--- config.mk ---
export PLATFORM = sky130hd
export DESIGN_NAME = psf_filter
export DESIGN_NICKNAME = d
export VERILOG_FILES = /design/src/psf_pkg.sv /design/src/psf_mac_counter.sv /design/src/psf_filter.sv
export SDC_FILE = /design/constraint.sdc
export NUM_CORES = 1
export LEC_CHECK = 0
export BUFFER_PORTS_ARGS = -buffer_cell sky130_fd_sc_hd__buf_2
export CORE_AREA = 2 2 222 224
export DETAILED_ROUTE_END_ITERATION = 6
export DIE_AREA = 0 0 224 226
export PLACE_DENSITY = 0.76
export SYNTH_ARGS = -nofsm -noshare
export SYNTH_HDL_FRONTEND = slang
export SYNTH_SLANG_ARGS = --single-unit
export TNS_END_PERCENT = 50
--- constraint.sdc ---
create_clock -name hclk -period 8.3 [get_ports hclk]
set_clock_uncertainty 0.05 [all_clocks]
set_input_delay 1.245 -clock hclk [delete_from_list [all_inputs] [get_ports hclk]]
set_output_delay 1.245 -clock hclk [all_outputs]
set_load 0.005 [all_outputs]
--- src/psf_pkg.sv ---
/*
  Constants for the port isolation and MAC limit filter: register map,
  field positions, reset values and limits.
  Assumes a 32-bit AHB-Lite register bus and nine switch ports, 0 being the CPU port.
*/
`default_nettype none
package psf_pkg;
  // ----------------------------------------
  // Ports
  // ----------------------------------------
  localparam int NPORT = 9;
  typedef logic [8:0] psf_mask_t;
  typedef logic [9:0] psf_cnt_t;
  localparam logic [3:0] CPU_PORT = 4'h0;
  localparam logic [3:0] LAST_PORT = 4'h8;
  // ----------------------------------------
  // Register map (byte addresses)
  // ----------------------------------------
  localparam logic [7:0] OFF_CTRL = 8'h00;
  localparam logic [7:0] OFF_RANGE = 8'h04;
  localparam logic [7:0] OFF_SEC_EN = 8'h08;
  localparam logic [7:0] OFF_FULL = 8'h0c;
  localparam logic [7:0] OFF_ISO_BASE = 8'h20;
  localparam logic [7:0] OFF_MAX_BASE = 8'h60;
  // ----------------------------------------
  // Fields
  // ----------------------------------------
  localparam int CTRL_GLOB_BIT = 0;
  localparam int RNG_LO_LSB = 0;
  localparam int RNG_HI_LSB = 4;
  localparam int RNG_EN_VAL_BIT = 8;
  localparam int RNG_EN_APPLY_BIT = 9;
  localparam int RNG_MAX_LSB = 16;
  localparam int RNG_MAX_APPLY_BIT = 26;
  localparam int MAX_CNT_LSB = 16;
  // ----------------------------------------
  // Reset values and limits
  // ----------------------------------------
  localparam psf_cnt_t MAX_MAC_RESET = 10'h005;
  localparam psf_cnt_t MAX_MAC_MIN = 10'h001;
  localparam psf_cnt_t MAX_MAC_LIMIT = 10'h3e8;
  localparam psf_mask_t ISO_ALL = 9'h1ff;
  // Bus slave states
  typedef enum logic [1:0] {
    BUS_IDLE = 2'b00,
    BUS_WR = 2'b01,
    BUS_RD = 2'b10
  } psf_bus_e;
endpackage : psf_pkg
`default_nettype wire

--- src/psf_mac_counter.sv ---
/*
  Per-port count of MAC addresses in use, learned and static alike.
  Assumes the caller gates the full flag with the port-security enables.
*/
`timescale 1ns/10ps
`default_nettype none
module psf_mac_counter (
  // Clock and reset
  input wire logic hclk,
  input wire logic hresetn,
  // Events
  input wire logic inc_learn,
  input wire logic inc_static,
  input wire logic dec_age,
  input wire logic clear,
  // Limit
  input wire psf_pkg::psf_cnt_t max_mac,
  output logic full,
  output psf_pkg::psf_cnt_t count
);
  logic [11:0] next_count;

  always_comb begin
    next_count = {2'b00, count} + {11'h000, inc_learn} + {11'h000, inc_static};
    if (dec_age && next_count != 12'h000) begin
      next_count = next_count - 12'h001;
    end
    if (next_count > 12'h3ff) begin
      next_count = 12'h3ff;
    end
  end

  // Flush beats any simultaneous learn: the port just came up
  always_ff @(posedge hclk or negedge hresetn) begin
    if (!hresetn) begin
      count <= '0;
    end else if (clear) begin
      count <= '0;
    end else begin
      count <= next_count[9:0];
    end
  end

  assign full = (count >= max_mac);

  a_clear_empties: assert property (@(posedge hclk) disable iff (!hresetn)
    clear |=> count == 10'h000) else $error("flush left MAC count nonzero");
  a_static_counts: assert property (@(posedge hclk) disable iff (!hresetn)
    inc_static && !inc_learn && !dec_age && !clear && count < 10'h3ff |=> count == $past(count) + 10'h001)
    else $error("static MAC not counted");
endmodule : psf_mac_counter
`default_nettype wire

--- src/psf_filter.sv ---
/*
  Port isolation and MAC limit filter with an AHB-Lite register slave.
  Assumes one switch core clock, a forwarding engine that presents one
  lookup per request with the source-MAC hit already resolved, and nine ports.
*/
// Decided for this implementation: the register offsets and the AHB-Lite slave port.
`timescale 1ns/10ps
`default_nettype none
module psf_filter (
  // Clock and reset
  input wire logic hclk,
  input wire logic hresetn,
  // AHB-Lite slave
  input wire logic hsel,
  input wire logic [31:0] haddr,
  input wire logic [1:0] htrans,
  input wire logic hwrite,
  input wire logic [2:0] hsize,
  input wire logic [31:0] hwdata,
  input wire logic hready,
  output logic hreadyout,
  output logic hresp,
  output logic [31:0] hrdata,
  // Lookup request from the forwarding engine
  input wire logic req_valid,
  input wire logic [3:0] req_port,
  input wire logic req_src_known,
  input wire psf_pkg::psf_mask_t req_dst_mask,
  // Filter decision
  output logic dec_valid,
  output logic [3:0] dec_port,
  output psf_pkg::psf_mask_t dec_egress,
  output logic dec_drop,
  output logic dec_learn,
  // Address table events
  input wire logic static_add_valid,
  input wire logic [3:0] static_port,
  input wire logic age_valid,
  input wire logic [3:0] age_port,
  input wire logic [8:1] link_up,
  output logic [8:1] flush_mask
);
  // ----------------------------------------
  // Helpers
  // ----------------------------------------
  function automatic psf_pkg::psf_mask_t port_bit(input logic [3:0] p);
    port_bit = (p <= psf_pkg::LAST_PORT) ? psf_pkg::psf_mask_t'(9'h001 << p) : '0;
  endfunction : port_bit

  // Index of a word within a table at base, 5'h1f when outside it
  function automatic logic [4:0] tbl_idx(input logic [7:0] a, input logic [7:0] base);
    logic [7:0] d;
    d = a - base;
    tbl_idx = (a >= base && d[1:0] == 2'b00 && d[7:2] <= 6'h08) ? d[6:2] : 5'h1f;
  endfunction : tbl_idx

  function automatic logic max_ok(input logic [9:0] v);
    max_ok = v >= psf_pkg::MAX_MAC_MIN && v <= psf_pkg::MAX_MAC_LIMIT;
  endfunction : max_ok

  // ----------------------------------------
  // State
  // ----------------------------------------
  psf_pkg::psf_bus_e bus_st;
  logic [7:0] addr_q;
  logic glob_en;
  logic [8:1] sec_en;
  psf_pkg::psf_mask_t iso_mask [0:8];
  psf_pkg::psf_cnt_t max_mac [1:8];
  psf_pkg::psf_cnt_t mac_cnt [1:8];
  logic [8:1] port_full;
  logic [8:1] link_q;
  logic [8:1] link_rise;
  logic [8:1] learn_inc;
  logic [8:1] static_inc;
  logic [8:1] age_dec;
  logic take;
  logic wr_now;
  logic [4:0] iso_i;
  logic [4:0] max_i;
  logic [3:0] rng_lo;
  logic [3:0] rng_hi;
  logic [9:0] rng_max;
  logic req_secured;
  logic drop_now;

  // ----------------------------------------
  // AHB-Lite slave: writes take no wait, reads one
  // ----------------------------------------
  // The read wait lets a write just before a read land before the mux samples
  assign take = hsel && hready && htrans[1];
  assign wr_now = bus_st == psf_pkg::BUS_WR;
  assign iso_i = tbl_idx(addr_q, psf_pkg::OFF_ISO_BASE);
  assign max_i = tbl_idx(addr_q, psf_pkg::OFF_MAX_BASE);

  always_ff @(posedge hclk or negedge hresetn) begin
    if (!hresetn) begin
      bus_st <= psf_pkg::BUS_IDLE;
      addr_q <= 8'h00;
      hreadyout <= 1'b1;
      hresp <= 1'b0;
    end else begin
      hresp <= 1'b0;
      if (bus_st == psf_pkg::BUS_RD) begin
        bus_st <= psf_pkg::BUS_IDLE;
        hreadyout <= 1'b1;
      end else if (take) begin
        bus_st <= hwrite ? psf_pkg::BUS_WR : psf_pkg::BUS_RD;
        // Any address above the first 256 bytes lands on an unmapped word, never on a table
        addr_q <= (haddr[31:8] == 24'h000000) ? haddr[7:0] : 8'hfc;
        hreadyout <= hwrite;
      end else begin
        bus_st <= psf_pkg::BUS_IDLE;
      end
    end
  end

  always_ff @(posedge hclk or negedge hresetn) begin
    if (!hresetn) begin
      hrdata <= 32'h0000_0000;
    end else if (bus_st == psf_pkg::BUS_RD) begin
      hrdata <= 32'h0000_0000;
      if (addr_q == psf_pkg::OFF_CTRL) begin
        hrdata[psf_pkg::CTRL_GLOB_BIT] <= glob_en;
      end else if (addr_q == psf_pkg::OFF_SEC_EN) begin
        hrdata[8:1] <= sec_en;
      end else if (addr_q == psf_pkg::OFF_FULL) begin
        hrdata[8:1] <= port_full & sec_en & {8{glob_en}};
      end else if (iso_i != 5'h1f) begin
        hrdata[8:0] <= iso_mask[iso_i[3:0]];
      end else if (max_i != 5'h1f && max_i != 5'h00) begin
        hrdata[9:0] <= max_mac[max_i[3:0]];
        hrdata[psf_pkg::MAX_CNT_LSB +: 10] <= mac_cnt[max_i[3:0]];
      end
    end
  end

  // ----------------------------------------
  // Configuration registers
  // ----------------------------------------
  assign rng_lo = hwdata[psf_pkg::RNG_LO_LSB +: 4];
  assign rng_hi = hwdata[psf_pkg::RNG_HI_LSB +: 4];
  assign rng_max = hwdata[psf_pkg::RNG_MAX_LSB +: 10];

  always_ff @(posedge hclk or negedge hresetn) begin
    if (!hresetn) begin
      glob_en <= 1'b0;
    end else if (wr_now && addr_q == psf_pkg::OFF_CTRL) begin
      glob_en <= hwdata[psf_pkg::CTRL_GLOB_BIT];
    end
  end

  always_ff @(posedge hclk or negedge hresetn) begin
    if (!hresetn) begin
      for (int p = 0; p <= 8; p++) begin
        iso_mask[p] <= psf_pkg::ISO_ALL & ~port_bit(4'(p));
      end
    end else if (wr_now && iso_i != 5'h1f) begin
      iso_mask[iso_i[3:0]] <= hwdata[8:0];
    end
  end

  // Security enable and maximum, singly or over an inclusive port range
  always_ff @(posedge hclk or negedge hresetn) begin
    if (!hresetn) begin
      sec_en <= 8'h00;
      for (int p = 1; p <= 8; p++) begin
        max_mac[p] <= psf_pkg::MAX_MAC_RESET;
      end
    end else if (wr_now) begin
      if (addr_q == psf_pkg::OFF_SEC_EN) begin
        sec_en <= hwdata[8:1];
      end else if (addr_q == psf_pkg::OFF_RANGE) begin
        for (int p = 1; p <= 8; p++) begin
          if (4'(p) >= rng_lo && 4'(p) <= rng_hi) begin
            if (hwdata[psf_pkg::RNG_EN_APPLY_BIT]) begin
              sec_en[p] <= hwdata[psf_pkg::RNG_EN_VAL_BIT];
            end
            if (hwdata[psf_pkg::RNG_MAX_APPLY_BIT] && max_ok(rng_max)) begin
              max_mac[p] <= rng_max;
            end
          end
        end
      end else if (max_i != 5'h1f && max_i != 5'h00 && max_ok(hwdata[9:0])) begin
        max_mac[max_i[3:0]] <= hwdata[9:0];
      end
    end
  end

  // ----------------------------------------
  // Link state and per-port MAC counts
  // ----------------------------------------
  assign link_rise = link_up & ~link_q;

  always_ff @(posedge hclk or negedge hresetn) begin
    if (!hresetn) begin
      link_q <= 8'h00;
      flush_mask <= 8'h00;
    end else begin
      link_q <= link_up;
      flush_mask <= link_rise;
    end
  end

  // Port 0 and out-of-range ports are never secured
  assign req_secured = glob_en && req_port >= 4'h1 && req_port <= psf_pkg::LAST_PORT
                       && sec_en[req_port[3:0]];
  assign drop_now = req_valid && req_secured && !req_src_known && port_full[req_port];

  for (genvar g = 1; g <= 8; g++) begin : g_port
    assign learn_inc[g] = req_valid && !drop_now && !req_src_known && req_port == 4'(g);
    assign static_inc[g] = static_add_valid && static_port == 4'(g);
    assign age_dec[g] = age_valid && age_port == 4'(g);
    psf_mac_counter u_cnt (
      .hclk(hclk),
      .hresetn(hresetn),
      .inc_learn(learn_inc[g]),
      .inc_static(static_inc[g]),
      .dec_age(age_dec[g]),
      .clear(link_rise[g]),
      .max_mac(max_mac[g]),
      .full(port_full[g]),
      .count(mac_cnt[g])
    );
  end

  // ----------------------------------------
  // Filter decision, one cycle after the request
  // ----------------------------------------
  // Only ingress port decides; tags never reach this logic
  always_ff @(posedge hclk or negedge hresetn) begin
    if (!hresetn) begin
      dec_valid <= 1'b0;
      dec_port <= 4'h0;
      dec_egress <= '0;
      dec_drop <= 1'b0;
      dec_learn <= 1'b0;
    end else begin
      dec_valid <= req_valid;
      dec_port <= req_port;
      dec_drop <= drop_now;
      dec_learn <= req_valid && !drop_now && !req_src_known;
      if (req_valid && !drop_now && req_port <= psf_pkg::LAST_PORT) begin
        dec_egress <= req_dst_mask & iso_mask[req_port] & ~port_bit(req_port);
      end else begin
        dec_egress <= '0;
      end
    end
  end

  // ----------------------------------------
  // Checks
  // ----------------------------------------
  psf_pkg::psf_mask_t chk_mask;
  logic chk_secured;
  always_ff @(posedge hclk or negedge hresetn) begin
    if (!hresetn) begin
      chk_mask <= '0;
      chk_secured <= 1'b0;
    end else begin
      chk_mask <= (req_port <= psf_pkg::LAST_PORT) ? iso_mask[req_port] : '0;
      chk_secured <= req_secured;
    end
  end

  a_egress_in_set: assert property (@(posedge hclk) disable iff (!hresetn)
    dec_valid |-> (dec_egress & ~chk_mask) == 9'h000) else $error("egress outside set");
  a_cpu_cut_off: assert property (@(posedge hclk) disable iff (!hresetn)
    dec_valid && !chk_mask[0] |-> !dec_egress[0]) else $error("CPU reached from isolated port");
  a_one_way: assert property (@(posedge hclk) disable iff (!hresetn)
    req_valid && req_port <= 4'h8 && req_dst_mask == psf_pkg::ISO_ALL && !drop_now
    |=> dec_egress == (chk_mask & ~port_bit(dec_port))) else $error("egress not from own set");
  a_reset_state: assert property (@(posedge hclk)
    $rose(hresetn) |-> iso_mask[0] == 9'h1fe && iso_mask[8] == 9'h0ff && sec_en == 8'h00
    && max_mac[1] == 10'h005) else $error("bad reset configuration");
  a_global_off: assert property (@(posedge hclk) disable iff (!hresetn)
    dec_valid && !chk_secured |-> !dec_drop) else $error("drop while security off");
  a_limit_drop: assert property (@(posedge hclk) disable iff (!hresetn)
    req_valid && req_secured && !req_src_known && mac_cnt[req_port] >= max_mac[req_port]
    |=> dec_drop && dec_egress == 9'h000) else $error("new MAC passed at limit");
  a_max_range: assert property (@(posedge hclk) disable iff (!hresetn)
    max_mac[3] >= 10'h001 && max_mac[3] <= 10'h3e8) else $error("maximum MAC out of range");
  a_read_wait: assert property (@(posedge hclk) disable iff (!hresetn)
    take && !hwrite |=> !hreadyout ##1 hreadyout) else $error("read wait state wrong");
  a_flush_pulse: assert property (@(posedge hclk) disable iff (!hresetn)
    link_up[1] && !link_q[1] |=> flush_mask[1] ##1 !flush_mask[1] || link_rise[1])
    else $error("flush pulse wrong");

  c_drop: cover property (@(posedge hclk) disable iff (!hresetn) dec_drop);
  c_learn: cover property (@(posedge hclk) disable iff (!hresetn) dec_learn ##1 dec_learn);
  c_cpu_blocked: cover property (@(posedge hclk) disable iff (!hresetn) dec_valid && !chk_mask[0]);
  c_flush: cover property (@(posedge hclk) disable iff (!hresetn) |flush_mask);
endmodule : psf_filter
`default_nettype wire

==> reports/results.tsv, run 1 <==
metric	value	unit
outcome	finished, final reports clean	
Mean Syn Cell Area	8.71	um^2
core area	0.0483	mm^2
via count	22000	
Setup CP Type	flop to flop	
Die X	224	um
Die Y	226	um
Total Power Consumption	5.53	mW
Max Used Layer	met4	
Vias/cell	6.39	
placed cell areas	0.0249	mm^2
synthesized netlist cell count	2746	
met2 routed WL	35400	um
num ports	165	
initial antenna violation count	1	
area grow syn2layout	9.26	%
Setup TNS Final	0	ns
minimum clock period	7.32	ns
Met3 Wirelength	6810	um
Final period util	88.2	%
Clock Latency Late Sink	0.58	ns
final setup fails	0	
clock sink count	313	
crit-path max FO	12	
startpoint class of the critical path	flop	
endpoints failing hold	0	
Post-CTS Setup Repair Bufs	0	
EDFF count, synth	0	
Power Density	212	mW/mm^2
vias in the first global route	21000	
Antenna Nets Post-Route	0	
Hold Path Class	flop to flop	
Worst EP arrival	7.68	ns
total global-route track usage	29.5	%
post-DP HPWL	55200	um
clock root cell	clkbuf_16	
PortBufs	136	
post-cts resize count	0	
DR pass1 iterations	6	
clk buf depth	3	
share of flip-flops with an asynchronous set or reset	100	%
Seq cells post-synth	313	
final instance area	0.0261	mm^2
Max Freq	137	MHz
Final Max Slew Viols	0	
Initial Utilization	49.5	%
Synth Flop Type	dfrtp_1	
full die area	0.0506	mm^2
most frequent cells in the layout	a21oi_1 (263), nor2_1 (248), nand2_1 (231), dfrtp_1 (222), o21ai_0 (145)	
pin count of the biggest net entering global routing	111	
clk slew on worst S/H paths	0.06	ns
TritonCTS Buffers	38	
count of cell types in the netlist	109	
relative slew slack	7.41	%
synth warn	0	
WP data required	8.66	ns
wire length on met1	30200	um
most common cell after layout, fill and taps aside	a21oi_1	
layout cells sized above 1	17.8	%
worst vdd ir	0.136	mV
CTS tree	yes	
CTS Hold Bufs	0	
WL/cell	22.1	um
Post-Syn Area	0.0239	mm^2
RSZ-0062 raised after global routing	no	
H-tree levels	2	
global-route wire length before repair	117000	um
Routed WL	76400	um
gpl congestion	0.989	
GR Overflow Total	0	
register area share after synthesis	33.2	%
Cell Rows	81	
final net count	3037	
Pleak	11.8	nW
post-layout util	54.0	%
Residual DRC	0	
max cap viols	0	
n_diodes	0	
Crit. End Element	flop	
slew of the pin with the lowest slew margin	1.37	ns
initial DRC count	2493	
routing by layer:
layer / track usage [%] / up-vias
met2: 47.8 / 1065
met1: 37.6 / 10700
met5: 0 / -
met4: 15.0 / 0
met3: 5.70 / 243
li1: - / 10100
per-stage QoR:
stage | std cells | hold slack, ns | setup WS [ns]
6_report | 3450 | 0.427 | 0.975
5_1_grt | 3450 | 0.455 | 0.692
4_1_cts | 3450 | 0.428 | 1.27
3_5_place_dp | 3380 | 0.415 | 0.984
3_3_place_gp | 3380 | 0.412 | 1.13
2_1_floorplan | 2758 | 0.401 | 2.34
worst max-delay path, stage by stage, from the launching register on:
cell and delay (ns):
dfstp_2 0.54, ha_1 0.22, nand2b_1 0.15, a21o_1 0.18
a21o_1 0.18, a211oi_1 0.26, o21bai_1 0.17, o21ai_0 0.42
o32ai_1 0.20, o2111ai_1 0.46, nand2_1 0.40, nor4_1 0.59
ha_1 0.42, ha_1 0.45, xnor2_1 0.22, nand3b_1 0.26
or3_1 0.45, nor3_1 0.26, nand3b_1 0.15, a211oi_2 0.45
nand2b_1 0.23, mux2i_1 0.23, xnor2_1 0.14, a21oi_1 0.08
report_power, final:
part / total [mW] / switching, mW / internal [mW]
Combinational: 1.78 / 1.02 / 0.755
Sequential: 2.09 / 0.383 / 1.71
Clock: 1.66 / 0.712 / 0.944
Total: 5.53 / 2.12 / 3.41
path summary, 6_finish.rpt:
| path | to | from | slack [ns] | depth (start not counted) |
|---|---|---|---|---|
| hold / removal | hrdata[2] | hrdata[2] | 0.43 | 2 |
| hold reg to reg | hrdata[2] | hrdata[2] | 0.43 | 2 |
| setup reg to reg | g_port[3].u_cnt.count[8] | max_mac[40] | 0.98 | 23 |
| min in group asynchronous | iso_mask[24] | hresetn | 0.65 | 1 |
| setup / recovery | g_port[3].u_cnt.count[8] | max_mac[40] | 0.98 | 23 |
| max in group asynchronous | g_port[3].u_cnt.count[7] | hresetn | 5.90 | 2 |
cell type report:
| cell class | count | area, um^2 |
|---|---|---|
| inverter | 130 | 488 |
| sequential | 313 | 7950 |
| timing repair buffer | 158 | 856 |
| clock buffer | 58 | 1090 |
| fill | 4327 | 22200 |
| clock inverter | 12 | 139 |
| multi-input combinational | 2157 | 14800 |
| tap | 622 | 778 |
sequential cells by signal, indices dropped and copies added, names as in the netlist, 2 cells and up:
name	flops
dec_egress	9
g_port.u_cnt.count	80
flush_mask	8
bus_st	2
dec_port	4
max_mac	80
iso_mask	81
hrdata	20
addr_q	8
link_q	8
sec_en	8
synth_stat cells, types with 27 or more instances:
| cell type | instances | area [um^2] |
|---|---|---|
| a211oi_1 | 27 | 203 |
| a21o_1 | 48 | 360 |
| a21oi_1 | 263 | 1320 |
| and2_1 | 30 | 188 |
| buf_2 | 36 | 180 |
| clkbuf_1 | 91 | 342 |
| dfrtp_1 | 224 | 5610 |
| dfstp_2 | 89 | 2340 |
| ha_1 | 132 | 1650 |
| inv_1 | 127 | 477 |
| mux2_2 | 98 | 1100 |
| mux2i_1 | 27 | 270 |
| nand2_1 | 231 | 867 |
| nand2b_1 | 37 | 231 |
| nand3_1 | 72 | 360 |
| nand4_1 | 38 | 238 |
| nor2_1 | 248 | 931 |
| nor2b_1 | 37 | 231 |
| nor3_1 | 61 | 305 |
| nor4_1 | 41 | 257 |
| o21ai_0 | 145 | 726 |
| o22ai_1 | 37 | 231 |
| xnor2_1 | 112 | 981 |
| xor2_1 | 47 | 412 |
cells by family (layout without fill, tap and decap cells):
kind of cell / count (synthesis) / in the layout / share of synthesized area, %
multiplexers: 160 / 160 / 8.62
XOR/XNOR: 161 / 161 / 5.96
AND/OR/NAND/NOR: 931 / 931 / 19.7
buffers and inverters: 288 / 358 / 4.98
adder cells (fa/ha/maj): 132 / 132 / 6.91
flip-flops: 313 / 313 / 33.2
AO/OA/AOI/OAI: 760 / 760 / 20.5
other: 1 / 13 / 0.0157
(Power assumes the default switching activity.)
==> inputs of run 2 (changes only) <==
- ABC_AREA: default -> 1
- CAP_MARGIN: default -> 20
- CORE_AREA: 2 2 222 224 -> 2 2 225 227
- DIE_AREA: 0 0 224 226 -> 0 0 227 229
==> run 2 against run 1 <==
Compared with the run above:
- critical path depth grew 8
- first-iteration DRC count grew 5.8%
- combinational power grew 94%
- largest cell class unchanged
- sequential power is essentially flat
==> reports/results.tsv, run 2 <==
metric	value	unit
CTS Hold Bufs	0	
total global-route track usage	29.4	%
Vias/cell	5.60	
startpoint class of the critical path	primary input	
outcome	finished, final reports clean	
CP most frequent cell	nor2_1	
count of cell types in the netlist	54	
num ports	165	
Largest stage delay, worst path	0.75	ns
gpl congestion	0.980	
full die area	0.0520	mm^2
R2R setup slack	2.06	ns
Post-CTS Setup Repair Bufs	0	
Cell Rows	82	
Antenna Nets Post-Route	0	
vias in the first global route	22900	
RSZ-0062 raised after global routing	no	
fin cells	4581	
Post-Syn Area	0.0246	mm^2
minimum clock period	6.38	ns
hold path endpoint	flush_mask[3]	
clk slew on worst S/H paths	0.06	ns
slew of the pin with the lowest slew margin	1.27	ns
post-cts resize count	0	
number of flip-flops in the largest register	81	
share of flip-flops with an asynchronous set or reset	100	%
FF-to-FF path depth	31	
Top reg by flops	iso_mask	
TritonCTS Buffers	39	
Total Power Consumption	7.40	mW
n_diodes	0	
core area	0.0497	mm^2
Die X	227	um
clock root cell	clkbuf_16	
Clock Latency Late Sink	0.59	ns
max cap viols	0	
initial DRC count	2637	
crit-path max FO	15	
worst hold stages	1	
Pleak	14.8	nW
Slowest cell on crit path	nor3_1	
endpoints failing hold	0	
Synth Flop Type	dfrtp_1	
most frequent cell after synthesis	nand2_1	
reg2reg start	max_mac[47]	
Hold Slack	0.358	ns
global-route wire length before repair	122000	um
synthesized netlist cell count	3780	
register area share after synthesis	32.3	%
GR Overflow Total	0	
worst vdd ir	0.291	mV
most frequent cells in the layout	nand2_1 (1,179), inv_1 (490), nor2_1 (367), nand3_1 (319), o21ai_0 (293)	
layout cells sized above 1	9.75	%
Power Density	272	mW/mm^2
most common cell after layout, fill and taps aside	nand2_1	
Yosys top cell area share	22.8	%
hold path start	link_q[3]	
Hold Path Class	flop to flop	
Max Freq	157	MHz
synth warn	0	
final net count	4117	
Mean Syn Cell Area	6.51	um^2
Routed WL	77500	um
CTS tree	yes	
EDFF count, synth	0	
DR pass1 iterations	6	
leading area contributor after synthesis	dfrtp_1	
WL/cell	16.9	um
clk buf depth	3	
Final Max Slew Viols	0	
Seq cells post-synth	313	
Worst EP arrival	6.79	ns
Inst Count DP	4508	
top cells by count, synth	nand2_1 (1,179), inv_1 (490), nor2_1 (368), nand3_1 (319), o21ai_0 (293)	
ranking of synthesized cells by area	dfrtp_1 (23%), nand2_1 (18%), dfstp_2 (9.5%)	
WP data required	8.71	ns
via count	25700	
PortBufs	136	
H-tree levels	2	
clock sink count	313	
Final period util	76.8	%
Setup CP Type	primary input to flop	
Residual DRC	0	
relative slew slack	14.5	%
post-DP HPWL	57100	um
pin count of the biggest net entering global routing	127	
final setup fails	0	
initial antenna violation count	2	
biggest regs	iso_mask: 81 flops, g_port.u_cnt.count: 80 flops, max_mac: 80 flops	
Crit. End Element	flop	
Die Y	229	um
Setup TNS Final	0	ns
area grow syn2layout	10.6	%
reg-to-reg endpoint	g_port[4].u_cnt.count[8]	
Initial Utilization	49.5	%
[run 2: cell count changes in the layout (fill, tap and decap cells not counted), moves of 37 or more]
cell      change
nand2_1     +948
inv_1       +363
nand3_1     +247
a21oi_1     -160
o21ai_0     +148
nor2_1      +119
xnor2_1     -101
mux2_2       -98
a21o_1       -47
nand2b_1     -37
nor2b_1      -37
[run 2: worst max path at each step]
| stage | start | to | depth (start not counted) |
|---|---|---|---|
| after floorplan | req_port[1] | g_port[7].u_cnt.count[0] | 28 |
| after global placement | req_port[2] | g_port[4].u_cnt.count[8] | 31 |
| after detailed placement | req_port[2] | g_port[4].u_cnt.count[9] | 31 |
| after CTS | req_port[2] | g_port[4].u_cnt.count[9] | 31 |
| after global routing | req_port[2] | g_port[7].u_cnt.count[7] | 30 |
| final | req_port[2] | g_port[4].u_cnt.count[8] | 31 |
[run 2: critical path: cells and delay by family]
kind	cells	cell delay [ns]
adders and majority gates	2	0.59
buffers and inverters	8	0.97
and+or+nand+nor	21	3.96
[run 2: final cells by class]
class	instances	area, um^2
Fill cell	4956	22500
Multi-Input combinational cell	2856	14200
Sequential cell	313	7940
Inverter	510	1910
Clock buffer	49	1080
Timing Repair Buffer	158	868
Tap cell	672	841
Clock inverter	23	300
[run 2: power by group]
part	leakage (nW)	internal (mW)	switching, mW
registers	3.60	1.74	0.362
clock network	0.668	1.10	0.747
logic	10.6	1.18	2.28
total	14.8	4.01	3.39
[run 2: per-stage QoR]
step | utilization [%] | setup slack [ns] | cell area, um^2
6_report | 54.8 | 1.92 | 27200
3_5_place_dp | 52.0 | 1.54 | 25800
2_1_floorplan | - | 2.94 | 24600
5_1_grt | 54.8 | 1.43 | 27200
3_3_place_gp | 52.0 | 1.55 | 25800
4_1_cts | 54.8 | 2.12 | 27200
[run 2: per-layer routing]
metal | global-route usage (%) | up-vias | part of all wire, %
li1 | - | 12500 | -
met1 | 38.7 | 11700 | 41
met2 | 45.7 | 1189 | 44
met3 | 5.50 | 279 | 8.9
met4 | 15.4 | 4 | 5.7
met5 | 0 | - | 0.031
[run 2: kinds of logic after synthesis]
logic type      Yosys count  synth area share [%]
compound gates          606                  14.1
buf+inv                 623                  9.99
flops                   313                  32.3
simple gates           2054                  35.0
xor+xnor                 51                  1.82
fa+ha+maj               132                  6.72
other cells               1                0.0152
